$ cat src/rtl/brk_pkg.sv
package brk_pkg;
  // Byte addresses of the word-aligned registers
  localparam logic [3:0] ADDR_HIGH   = 4'h0;
  localparam logic [3:0] ADDR_LOW    = 4'h4;
  localparam logic [3:0] ADDR_CTRL   = 4'h8;
  localparam logic [3:0] ADDR_STATUS = 4'hc;
  localparam logic [3:0] ADDR_CLEAR  = 4'h0;
  localparam logic [3:0] ADDR_IRQEN  = 4'h4;
  localparam logic       BANK_MAIN   = 1'b0;
  localparam logic       BANK_IRQ    = 1'b1;
  // Control register field positions
  localparam int         CTRL_FLAG   = 3;
  localparam int         CTRL_PULSE  = 2;
  localparam int         CTRL_EN     = 1;
  // Status and interrupt layout: bit 0 is the match event
  localparam int         EV_MATCH    = 0;
  localparam logic [7:0] ADDR_RESET  = 8'h00;
  localparam logic [31:0] UNMAPPED   = 32'h0000_0000;
endpackage : brk_pkg

$ cat src/rtl/address_breakpoint_unit.sv
// Local design decisions: the Avalon-MM interface to the registers and the address map.
`timescale 1ns/1ns
// Operation
// - Fetch address equal to breakpoint raises event
// - External data access match raises event too
// - Breakpoint split into high and low bytes
// - Enable and pulse bits govern event action
// - Latched flag unless pulse select is set
// - Writing one to flag clears it
// - Pin always mirrors the match flag
module address_breakpoint_unit (
  input  wire logic        sys_clk,
  input  wire logic        resetn,
  input  wire logic [15:0] core_addr,
  input  wire logic        fetch_valid,
  input  wire logic        ext_data_valid,
  input  wire logic [4:0]  avs_address,
  input  wire logic        avs_read,
  input  wire logic        avs_write,
  input  wire logic [31:0] avs_writedata,
  input  wire logic [3:0]  avs_byteenable,
  output logic      [31:0] avs_readdata,
  output logic             avs_waitrequest,
  output logic             match_pin,
  output logic             irq
);
  import brk_pkg::*;

  logic [7:0]  break_address_high_q;
  logic [7:0]  break_address_low_q;
  logic        match_enable_q;
  logic        pulse_select_q;
  logic        flag_q;
  logic        status_q;
  logic        irq_en_q;
  logic        ack_q;
  logic        waitrequest_q;
  logic [31:0] rdata_q;

  // Register select tests the bank bit and the byte offset
  function automatic logic hit(input logic [4:0] a, input logic bank,
                               input logic [3:0] off);
    return (a[4] == bank) && (a[3:0] == off);
  endfunction : hit

  // Address decode; one wait cycle so readdata comes from a flop
  wire         req       = (avs_read | avs_write) & ~ack_q;
  // Writes land on the edge where waitrequest is seen low, never earlier
  wire         wr        = avs_write & ack_q & avs_byteenable[0];
  wire         sel_high  = hit(avs_address, BANK_MAIN, ADDR_HIGH);
  wire         sel_low   = hit(avs_address, BANK_MAIN, ADDR_LOW);
  wire         sel_ctrl  = hit(avs_address, BANK_MAIN, ADDR_CTRL);
  wire         sel_stat  = hit(avs_address, BANK_MAIN, ADDR_STATUS);
  wire         sel_clr   = hit(avs_address, BANK_IRQ, ADDR_CLEAR);
  wire         sel_ien   = hit(avs_address, BANK_IRQ, ADDR_IRQEN);
  wire         wr_high   = wr & sel_high;
  wire         wr_low    = wr & sel_low;
  wire         wr_ctrl   = wr & sel_ctrl;
  wire         wr_clr    = wr & sel_clr;
  wire         wr_ien    = wr & sel_ien;

  // Compare one 16-bit address for both access kinds
  wire [15:0]  bp_addr   = {break_address_high_q, break_address_low_q};
  wire         addr_eq   = core_addr == bp_addr;
  wire         fetch_hit = fetch_valid & addr_eq;
  wire         ext_hit   = ext_data_valid & addr_eq;
  // A disabled unit ignores matches but keeps a latched flag
  wire         event_hit = (fetch_hit | ext_hit) & match_enable_q;
  wire         flag_clr  = wr_ctrl & avs_writedata[CTRL_FLAG];
  wire         stat_clr  = wr_clr & avs_writedata[EV_MATCH];
  // Set beats clear so a match during the clear write survives
  wire         flag_d    = pulse_select_q ? event_hit
                           : (event_hit | (flag_q & ~flag_clr));
  wire         status_d  = event_hit | (status_q & ~stat_clr);

  // Read path; the clear register is write-only and reads as zero
  wire [31:0]  ctrl_rd   = {28'h0, flag_q, pulse_select_q,
                            match_enable_q, 1'b0};
  wire [31:0]  rd_mux    = sel_high ? {24'h0, break_address_high_q} :
                           sel_low  ? {24'h0, break_address_low_q}  :
                           sel_ctrl ? ctrl_rd                       :
                           sel_stat ? {31'h0, status_q}             :
                           sel_ien  ? {31'h0, irq_en_q}             :
                           UNMAPPED;

  // Bus handshake: waitrequest drops for exactly one edge per request
  always_ff @(posedge sys_clk or negedge resetn) begin
    if (!resetn) begin
      ack_q         <= 1'b0;
      waitrequest_q <= 1'b1;
      rdata_q       <= 32'h0;
    end else begin
      ack_q         <= req;
      waitrequest_q <= ~req;
      rdata_q       <= (avs_read & ~ack_q) ? rd_mux : rdata_q;
    end
  end

  // Software registers
  always_ff @(posedge sys_clk or negedge resetn) begin
    if (!resetn) begin
      break_address_high_q <= ADDR_RESET;
      break_address_low_q  <= ADDR_RESET;
      match_enable_q       <= 1'b0;
      pulse_select_q       <= 1'b0;
      irq_en_q             <= 1'b0;
    end else begin
      if (wr_high) break_address_high_q <= avs_writedata[7:0];
      if (wr_low)  break_address_low_q  <= avs_writedata[7:0];
      if (wr_ctrl) begin
        match_enable_q <= avs_writedata[CTRL_EN];
        pulse_select_q <= avs_writedata[CTRL_PULSE];
      end
      if (wr_ien) irq_en_q <= avs_writedata[EV_MATCH];
    end
  end

  // Flag, pin copy, sticky status and interrupt
  always_ff @(posedge sys_clk or negedge resetn) begin
    if (!resetn) begin
      flag_q    <= 1'b0;
      match_pin <= 1'b0;
      status_q  <= 1'b0;
      irq       <= 1'b0;
    end else begin
      flag_q    <= flag_d;
      match_pin <= flag_d;
      status_q  <= status_d;
      irq       <= status_d & irq_en_q;
    end
  end

  // Outputs come straight from flops
  assign avs_readdata    = rdata_q;
  assign avs_waitrequest = waitrequest_q;

  // Checks on the breakpoint path and the register bus

  // The pin is a second copy of the flag, never a gated one
  a_pin_mirror: assert property (
    @(posedge sys_clk) disable iff (!resetn) match_pin == flag_q)
    else $error("pin differs from flag");

  // With matching off, a clear flag stays clear
  a_enable_gate: assert property (
    @(posedge sys_clk) disable iff (!resetn)
    (!match_enable_q && !flag_q) |=> !flag_q)
    else $error("flag set while disabled");

  // A code fetch at the stored address raises the flag next cycle
  a_fetch_sets: assert property (
    @(posedge sys_clk) disable iff (!resetn)
    (fetch_valid && addr_eq && match_enable_q) |=> flag_q)
    else $error("fetch match missed");

  // An external data access uses the very same compare
  a_ext_sets: assert property (
    @(posedge sys_clk) disable iff (!resetn)
    (ext_data_valid && addr_eq && match_enable_q) |=> flag_q)
    else $error("data match missed");

  // In latched mode only a clear write may drop the flag
  a_latch_holds: assert property (
    @(posedge sys_clk) disable iff (!resetn)
    (flag_q && !pulse_select_q && !flag_clr) |=> flag_q)
    else $error("latched flag dropped");

  // In pulse mode the flag lasts only as long as the match
  a_pulse_drops: assert property (
    @(posedge sys_clk) disable iff (!resetn)
    (pulse_select_q && !event_hit) |=> !flag_q)
    else $error("pulse flag stuck");

  // A clear write wins unless a new match lands with it
  a_clear_works: assert property (
    @(posedge sys_clk) disable iff (!resetn)
    (flag_clr && !event_hit) |=> !flag_q)
    else $error("clear ignored");

  // Each byte register takes its half of the compare address
  a_addr_split: assert property (
    @(posedge sys_clk) disable iff (!resetn)
    wr_high |=> break_address_high_q == $past(avs_writedata[7:0]))
    else $error("high byte not stored");
  a_low_split: assert property (
    @(posedge sys_clk) disable iff (!resetn)
    wr_low |=> break_address_low_q == $past(avs_writedata[7:0]))
    else $error("low byte not stored");

  // Enable and pulse select follow every control write
  a_ctrl_apply: assert property (
    @(posedge sys_clk) disable iff (!resetn)
    wr_ctrl |=> match_enable_q == $past(avs_writedata[CTRL_EN]))
    else $error("enable not stored");
  a_pulse_apply: assert property (
    @(posedge sys_clk) disable iff (!resetn)
    wr_ctrl |=> pulse_select_q == $past(avs_writedata[CTRL_PULSE]))
    else $error("pulse select not stored");

  // Every new request is answered on the very next edge
  a_bus_answer: assert property (
    @(posedge sys_clk) disable iff (!resetn)
    req |=> !avs_waitrequest)
    else $error("request not answered");
  // The answer stands one cycle, so a held request is not taken twice
  a_wait_one: assert property (
    @(posedge sys_clk) disable iff (!resetn)
    !avs_waitrequest |=> avs_waitrequest)
    else $error("waitrequest low too long");

  // Status stays set until software writes its clear bit
  a_status_sticky: assert property (
    @(posedge sys_clk) disable iff (!resetn)
    (status_q && !stat_clr) |=> status_q)
    else $error("status dropped");
  // The interrupt never stands without a status bit behind it
  a_irq_level: assert property (
    @(posedge sys_clk) disable iff (!resetn)
    irq |-> status_q)
    else $error("irq without status");

  // Main scenarios the bench should reach
  c_fetch_hit: cover property (@(posedge sys_clk) disable iff (!resetn)
    fetch_hit && match_enable_q);
  c_ext_hit: cover property (@(posedge sys_clk) disable iff (!resetn)
    ext_hit && match_enable_q);
  c_pulse_mode: cover property (@(posedge sys_clk) disable iff (!resetn)
    pulse_select_q && flag_q ##1 !flag_q);
  c_clear_flag: cover property (@(posedge sys_clk) disable iff (!resetn)
    flag_q && flag_clr ##1 !flag_q);
  c_irq_raise: cover property (@(posedge sys_clk) disable iff (!resetn)
    !irq ##1 irq);
endmodule : address_breakpoint_unit

$ cat config.mk
export PLATFORM = sky130hd
export DESIGN_NAME = address_breakpoint_unit
export DESIGN_NICKNAME = d
export VERILOG_FILES = /design/src/rtl/brk_pkg.sv /design/src/rtl/address_breakpoint_unit.sv
export SDC_FILE = /design/constraint.sdc
export NUM_CORES = 1
export LEC_CHECK = 0
export BUFFER_PORTS_ARGS = -buffer_cell sky130_fd_sc_hd__buf_4
export CELL_PAD_IN_SITES_DETAIL_PLACEMENT = 0
export CELL_PAD_IN_SITES_GLOBAL_PLACEMENT = 1
export CORE_MARGIN = 3
export CORE_UTILIZATION = 25
export DETAILED_ROUTE_END_ITERATION = 10
export MAX_ROUTING_LAYER = met4
export PLACE_DENSITY_LB_ADDON = 0.1
export SKIP_CTS_REPAIR_TIMING = 1
export SYNTH_ARGS = -nofsm -noshare
export SYNTH_HDL_FRONTEND = slang
export SYNTH_SLANG_ARGS = --single-unit
$ cat constraint.sdc
create_clock -name sys_clk -period 3.9 [get_ports sys_clk]
set_input_delay 0.78 -clock sys_clk [delete_from_list [all_inputs] [get_ports sys_clk]]
set_output_delay 0.78 -clock sys_clk [all_outputs]
set_load 0.05 [all_outputs]
==> impl_metrics.yaml, run 1 <==
status:
  result_of_the_run: "complete, no violations"
detailed_routing:
  wl_final_um: 4790
  route.detailed.wl_per_inst_um: 15.0
  dr.pass1.iters: 4
  drt_iter0_drc: 62
  dr_total_vias: 1319
  detail_route.vias_per_cell: 4.12
  final_antenna_net_count: 0
  detail_route.drc_violations: 0
sta:
  report.final.setup_viol: 0
  timing.slew.headroom: 0.621
  timing.clock.skew_ns: 0.00538
  tns_ns: 0
  rsz0062_at_grt: "no"
  clock.fmax_mhz: 504
  final_period_utilization: 0.509
  drv_slew: 0
  max_slew.worst_pin.slew_ns: 0.568
  layout_min_cycle_time_ns: 1.99
  final_hold_viols: 0
worst_hold_path:
  hold_path.class: "input pin to asynchronous set/reset pin"
critical_path:
  timing.critical_path.fanout_max: 8
  critical_path.endpoint_type: "register"
  path_class: "input pin to register"
  worst_setup_path_startpoint: "avs_address[1]"
  critical_path_required_ns: 4.08
  worst_ep_arrival_time_ns: 2.16
  worst_r2r_startpoint: "ack_q"
  startpoint_type: "input pin"
global_routing:
  grtUsageTotal: 0.115
  first_global_vias: 1312
  grt_antenna_before_repair: 0
  grt-ovfl-total: 0
  first_pass_grt_wire_length_um: 7240
  maximum_number_of_pins_on_one_net_before_global_route_repair: 33
synthesis:
  synth-seq-cells: 32
  postSynthCellCount: 173
  synth_top_family_by_area: "simple AND/OR/NAND/NOR gates"
  synth-xor-area-share: 0.0691
  yosysUniqueCellTypes: 40
  synth_mux_area_frac: 0.141
  ys.warnings.count: 0
  number_of_flops_mapped_to_enable_cells_by_yosys: 0
  synth-simple-area-share: 0.147
  synth_area_per_cell_um2: 11.0
  postSynth.asyncResetShare: 1.00
  fraction_of_the_yosys_area_taken_by_sequential_cells: 0.422
  synth_compound_gate_area_share: 0.0922
  synth-main-ff-cell: "dfrtp_1"
  area_of_the_mapped_netlist_um2: 1900
  yosys.area_share.adder: 0
clock_tree:
  cts_root_buf: "clkbuf_8"
  clkTransAtPathRegs_ns: 0.07
  cts_tree: "built"
  cts_inserted_buffers: 5
  worstSkewPairLatency_ns: 0.29
  cts.sink_count: 32
  h_tree_depth: 2
  cts-root-to-sink-buffers: 2
final_layout:
  drive_above_1_share: 0.339
  layout_commonest_cell: "buf_4"
  antenna_cells_inserted: 0
  most-common-layout-cells: "buf_4, dfrtp_1, conb_1"
  syn_to_final_growth_pct: 23.4
  layout.cell_area.non_filler_um2: 2350
  final_net_count: 283
  filler_cell_count: 795
die:
  number_of_i_o_pins: 98
  core.rowCount: 31
  coreArea_um2: 7330
  die_width_um: 93.2
  die_area_um2: 8680
  start_util: 0.259
  die_height_um: 93.2
place:
  dpl.hpwl_um: 3750
  port_buffers: 46
  dpl-instance-area_um2: 2230
  gp_routability_congestion: 0.717
power:
  lkg_pwr_nw: 1.20
  pwr_density_cell_nw_per_um2: 389
  max-vdd-ir-drop_v: 0.000129
run:
  max_cap_viol_count: 0
final timing paths:
path                                          endpoint  slack (ns)  cells past startpoint
worst max-delay path            break_address_low_q[6]        1.91                      5
worst min-delay path                             ack_q        0.43                      1
worst max register to register                     irq        2.38                      4
worst min register to register         avs_readdata[2]        0.48                      2
max in group asynchronous              avs_waitrequest        3.14                      1
min in group sys_clk                   avs_readdata[2]        0.48                      2
per-layer routing:
metal	vias to the layer above	part of all wire	GRT usage
met3	8	0.058	0.0362
met4	0	0.012	0.0366
li1	651	-	-
met1	612	0.50	0.158
met2	48	0.43	0.161
met5	-	0	-
Yosys cell counts (2+ instances only):
master	instances	area share
a22oi_1	7	0.028
and3_1	2	0.0066
buf_4	25	0.099
dfrtp_1	31	0.41
inv_1	5	0.0099
mux2_1	2	0.012
mux2_4	15	0.12
mux2i_1	2	0.011
nand2_1	12	0.024
nand2b_1	5	0.016
nand3_1	2	0.0053
nand4_1	3	0.0099
nor2_1	7	0.014
nor4_1	5	0.016
o21ai_0	2	0.0053
o21ai_1	6	0.016
o22ai_1	2	0.0066
o31ai_1	5	0.020
xnor2_1	2	0.0092
xor2_1	13	0.060
cell families (layout without fill, tap and decap cells):
logic type,Yosys count,in the layout
AND/OR/NAND/NOR,46,46
buffers and inverters,34,59
flip-flops,32,32
AO/OA/AOI/OAI,26,26
multiplexers,19,19
XOR/XNOR,15,15
other,1,24
power by group:
part	internal, mW	switching [mW]
sequential	0.357	0.0204
clock	0.189	0.135
combinational	0.0736	0.137
total	0.619	0.292
worst max-delay path: stages:
cell,delay [ns]
buf_4,0.13
nor3_4,0.23
and3b_1,0.51
nand2_8,0.17
mux2_4,0.33
sequential cells by signal (all words and copies together) (netlist names):
| name | flops |
|---|---|
| status_q | 1 |
| match_pin | 1 |
| ack_q | 1 |
| irq | 1 |
| avs_waitrequest | 1 |
| avs_readdata | 8 |
| pulse_select_q | 1 |
| match_enable_q | 1 |
| irq_en_q | 1 |
| break_address_low_q | 8 |
| break_address_high_q | 8 |
through the flow:
| step | power (mW) | instances | hold slack [ns] | setup slack (ns) | utilization |
|---|---|---|---|---|---|
| floorplan | 0.542 | 196 | 0.458 | 1.99 | - |
| global placement | 0.597 | 312 | 0.473 | 1.58 | 0.305 |
| detailed placement | 0.596 | 312 | 0.476 | 1.57 | 0.305 |
| CTS | 0.927 | 320 | 0.440 | 1.90 | 0.320 |
| global route | 0.958 | 320 | 0.456 | 1.82 | 0.320 |
| finish | 0.912 | 320 | 0.431 | 1.91 | 0.320 |
cell type report:
cell class / count / area, um^2 / share of cell area
timing repair buffer: 46 / 345 / 0.147
inverter: 5 / 18.8 / 0.00800
sequential: 32 / 802 / 0.342
clock buffer: 5 / 68.8 / 0.0293
clock inverter: 3 / 42.5 / 0.0181
multi-input combinational: 130 / 945 / 0.403
tap: 99 / 124 / 0.0528
(Power assumes the default switching activity.)
==> inputs of run 2 (changes only) <==
==> constraint.sdc (replaced) <==
create_clock -name sys_clk -period 2 [get_ports sys_clk]
set_input_delay 0.4 -clock sys_clk [delete_from_list [all_inputs] [get_ports sys_clk]]
set_output_delay 0.4 -clock sys_clk [all_outputs]
set_load 0.05 [all_outputs]
==> impl_metrics.yaml, run 2 (synthesized netlist as in run 1, its figures left out) <==
status:
  result_of_the_run: "complete, no violations"
detailed_routing:
  dr_total_vias: 1310
  wl_final_um: 4780
  final_antenna_net_count: 0
  dr.pass1.iters: 4
  detail_route.vias_per_cell: 4.04
  route.detailed.wl_per_inst_um: 14.8
  drt_iter0_drc: 45
  detail_route.drc_violations: 0
critical_path:
  critical_path_required_ns: 2.17
  path_class: "register to register"
  startpoint_type: "register"
  worst_path_most_repeated_cell: "and3_1"
  cp_max_stage_delay_ns: 0.42
  regToRegSetupSlack_ns: 0.47
  worstPathCellList: "and3_1 > and3_1 > mux2_1"
  critical_path.endpoint_type: "register"
  worst_ep_arrival_time_ns: 1.70
  critical-path-slowest-cell: "and3_1"
  timing.critical_path.fanout_max: 5
global_routing:
  first_global_vias: 1301
  maximum_number_of_pins_on_one_net_before_global_route_repair: 33
  grtUsageTotal: 0.120
  grt_antenna_before_repair: 0
  grt-ovfl-total: 0
  first_pass_grt_wire_length_um: 7480
final_layout:
  filler_cell_count: 760
  ff_latch_area_um2: 802
  multiInputGateArea_um2: 945
  syn_to_final_growth_pct: 24.0
  layout.cell_area.non_filler_um2: 2360
  most-common-layout-cells: "buf_4, dfrtp_1, conb_1"
  layout_commonest_cell: "buf_4"
  drive_above_1_share: 0.351
  antenna_cells_inserted: 0
  final_net_count: 287
sta:
  final_period_utilization: 0.767
  tns_ns: 0
  timing.slew.headroom: 0.628
  layout_min_cycle_time_ns: 1.53
  timing.clock.skew_ns: 0.00928
  max_slew.worst_pin.slew_ns: 0.559
  final_hold_viols: 0
  clock.fmax_mhz: 652
  drv_slew: 0
  rsz0062_at_grt: "no"
  report.final.setup_viol: 0
clock_tree:
  clkTransAtPathRegs_ns: 0.07
  cts_root_buf: "clkbuf_8"
  h_tree_depth: 2
  cts_tree: "built"
  cts.sink_count: 32
  worstSkewPairLatency_ns: 0.29
  cts-root-to-sink-buffers: 2
  cts_inserted_buffers: 5
place:
  dpl-instance-area_um2: 2260
  gp_routability_congestion: 0.732
  port_buffers: 46
  dpl.hpwl_um: 3830
die:
  die_height_um: 93.2
  number_of_i_o_pins: 98
  die_area_um2: 8680
  coreArea_um2: 7330
  die_width_um: 93.2
  start_util: 0.259
  core.rowCount: 31
power:
  lkg_pwr_nw: 1.22
  max-vdd-ir-drop_v: 0.000253
  pwr_density_cell_nw_per_um2: 708
  total_power_mw: 1.67
worst_hold_path:
  hold_path.class: "input pin to asynchronous set/reset pin"
run:
  max_cap_viol_count: 0
run 2: final timing paths:
check,startpoint,end,cells after the start
hold / removal,resetn,avs_readdata[4],1
hold reg to reg,avs_readdata[0],avs_readdata[0],2
min in group sys_clk,avs_writedata[5],break_address_high_q[5],2
setup reg to reg,ack_q,pulse_select_q,3
max in group asynchronous,resetn,avs_waitrequest,1
setup / recovery,ack_q,pulse_select_q,3
run 2: metrics by stage:
stage / hold slack [ns] / util / instances / setup WS, ns
after floorplan: 0.104 / - / 196 / 0.471
after global placement: 0.377 / 0.309 / 316 / 0.296
after detailed placement: 0.373 / 0.309 / 316 / 0.290
after CTS: 0.0565 / 0.322 / 324 / 0.461
after global routing: 0.0681 / 0.322 / 324 / 0.351
final: 0.0422 / 0.322 / 324 / 0.466
run 2: final cells by class:
| cell class | instances | area share |
|---|---|---|
| Tap cell | 99 | 0.0525 |
| Clock buffer | 6 | 0.0350 |
| Timing Repair Buffer | 50 | 0.159 |
| Inverter | 5 | 0.00796 |
| Clock inverter | 2 | 0.00425 |
| Sequential cell | 32 | 0.340 |
| Multi-Input combinational cell | 130 | 0.401 |
run 2: layer usage:
layer / global-route usage / vias to the layer above / wire (um)
li1: - / 655 / -
met1: 0.175 / 595 / 2400
met2: 0.158 / 54 / 2040
met3: 0.0314 / 6 / 271
met4: 0.0403 / 0 / 72
met5: - / - / 0
run 2: worst max-delay path: cells and delay by family (launching register included):
kind	cells	cell delay, ns
multiplexers	1	0.33
AND/OR/NAND/NOR	2	0.73
flip-flops	1	0.35
run 2: power breakdown:
group,switching (mW),internal [mW],total [mW]
logic,0.265,0.145,0.410
registers,0.0407,0.696,0.736
clock network,0.248,0.274,0.523
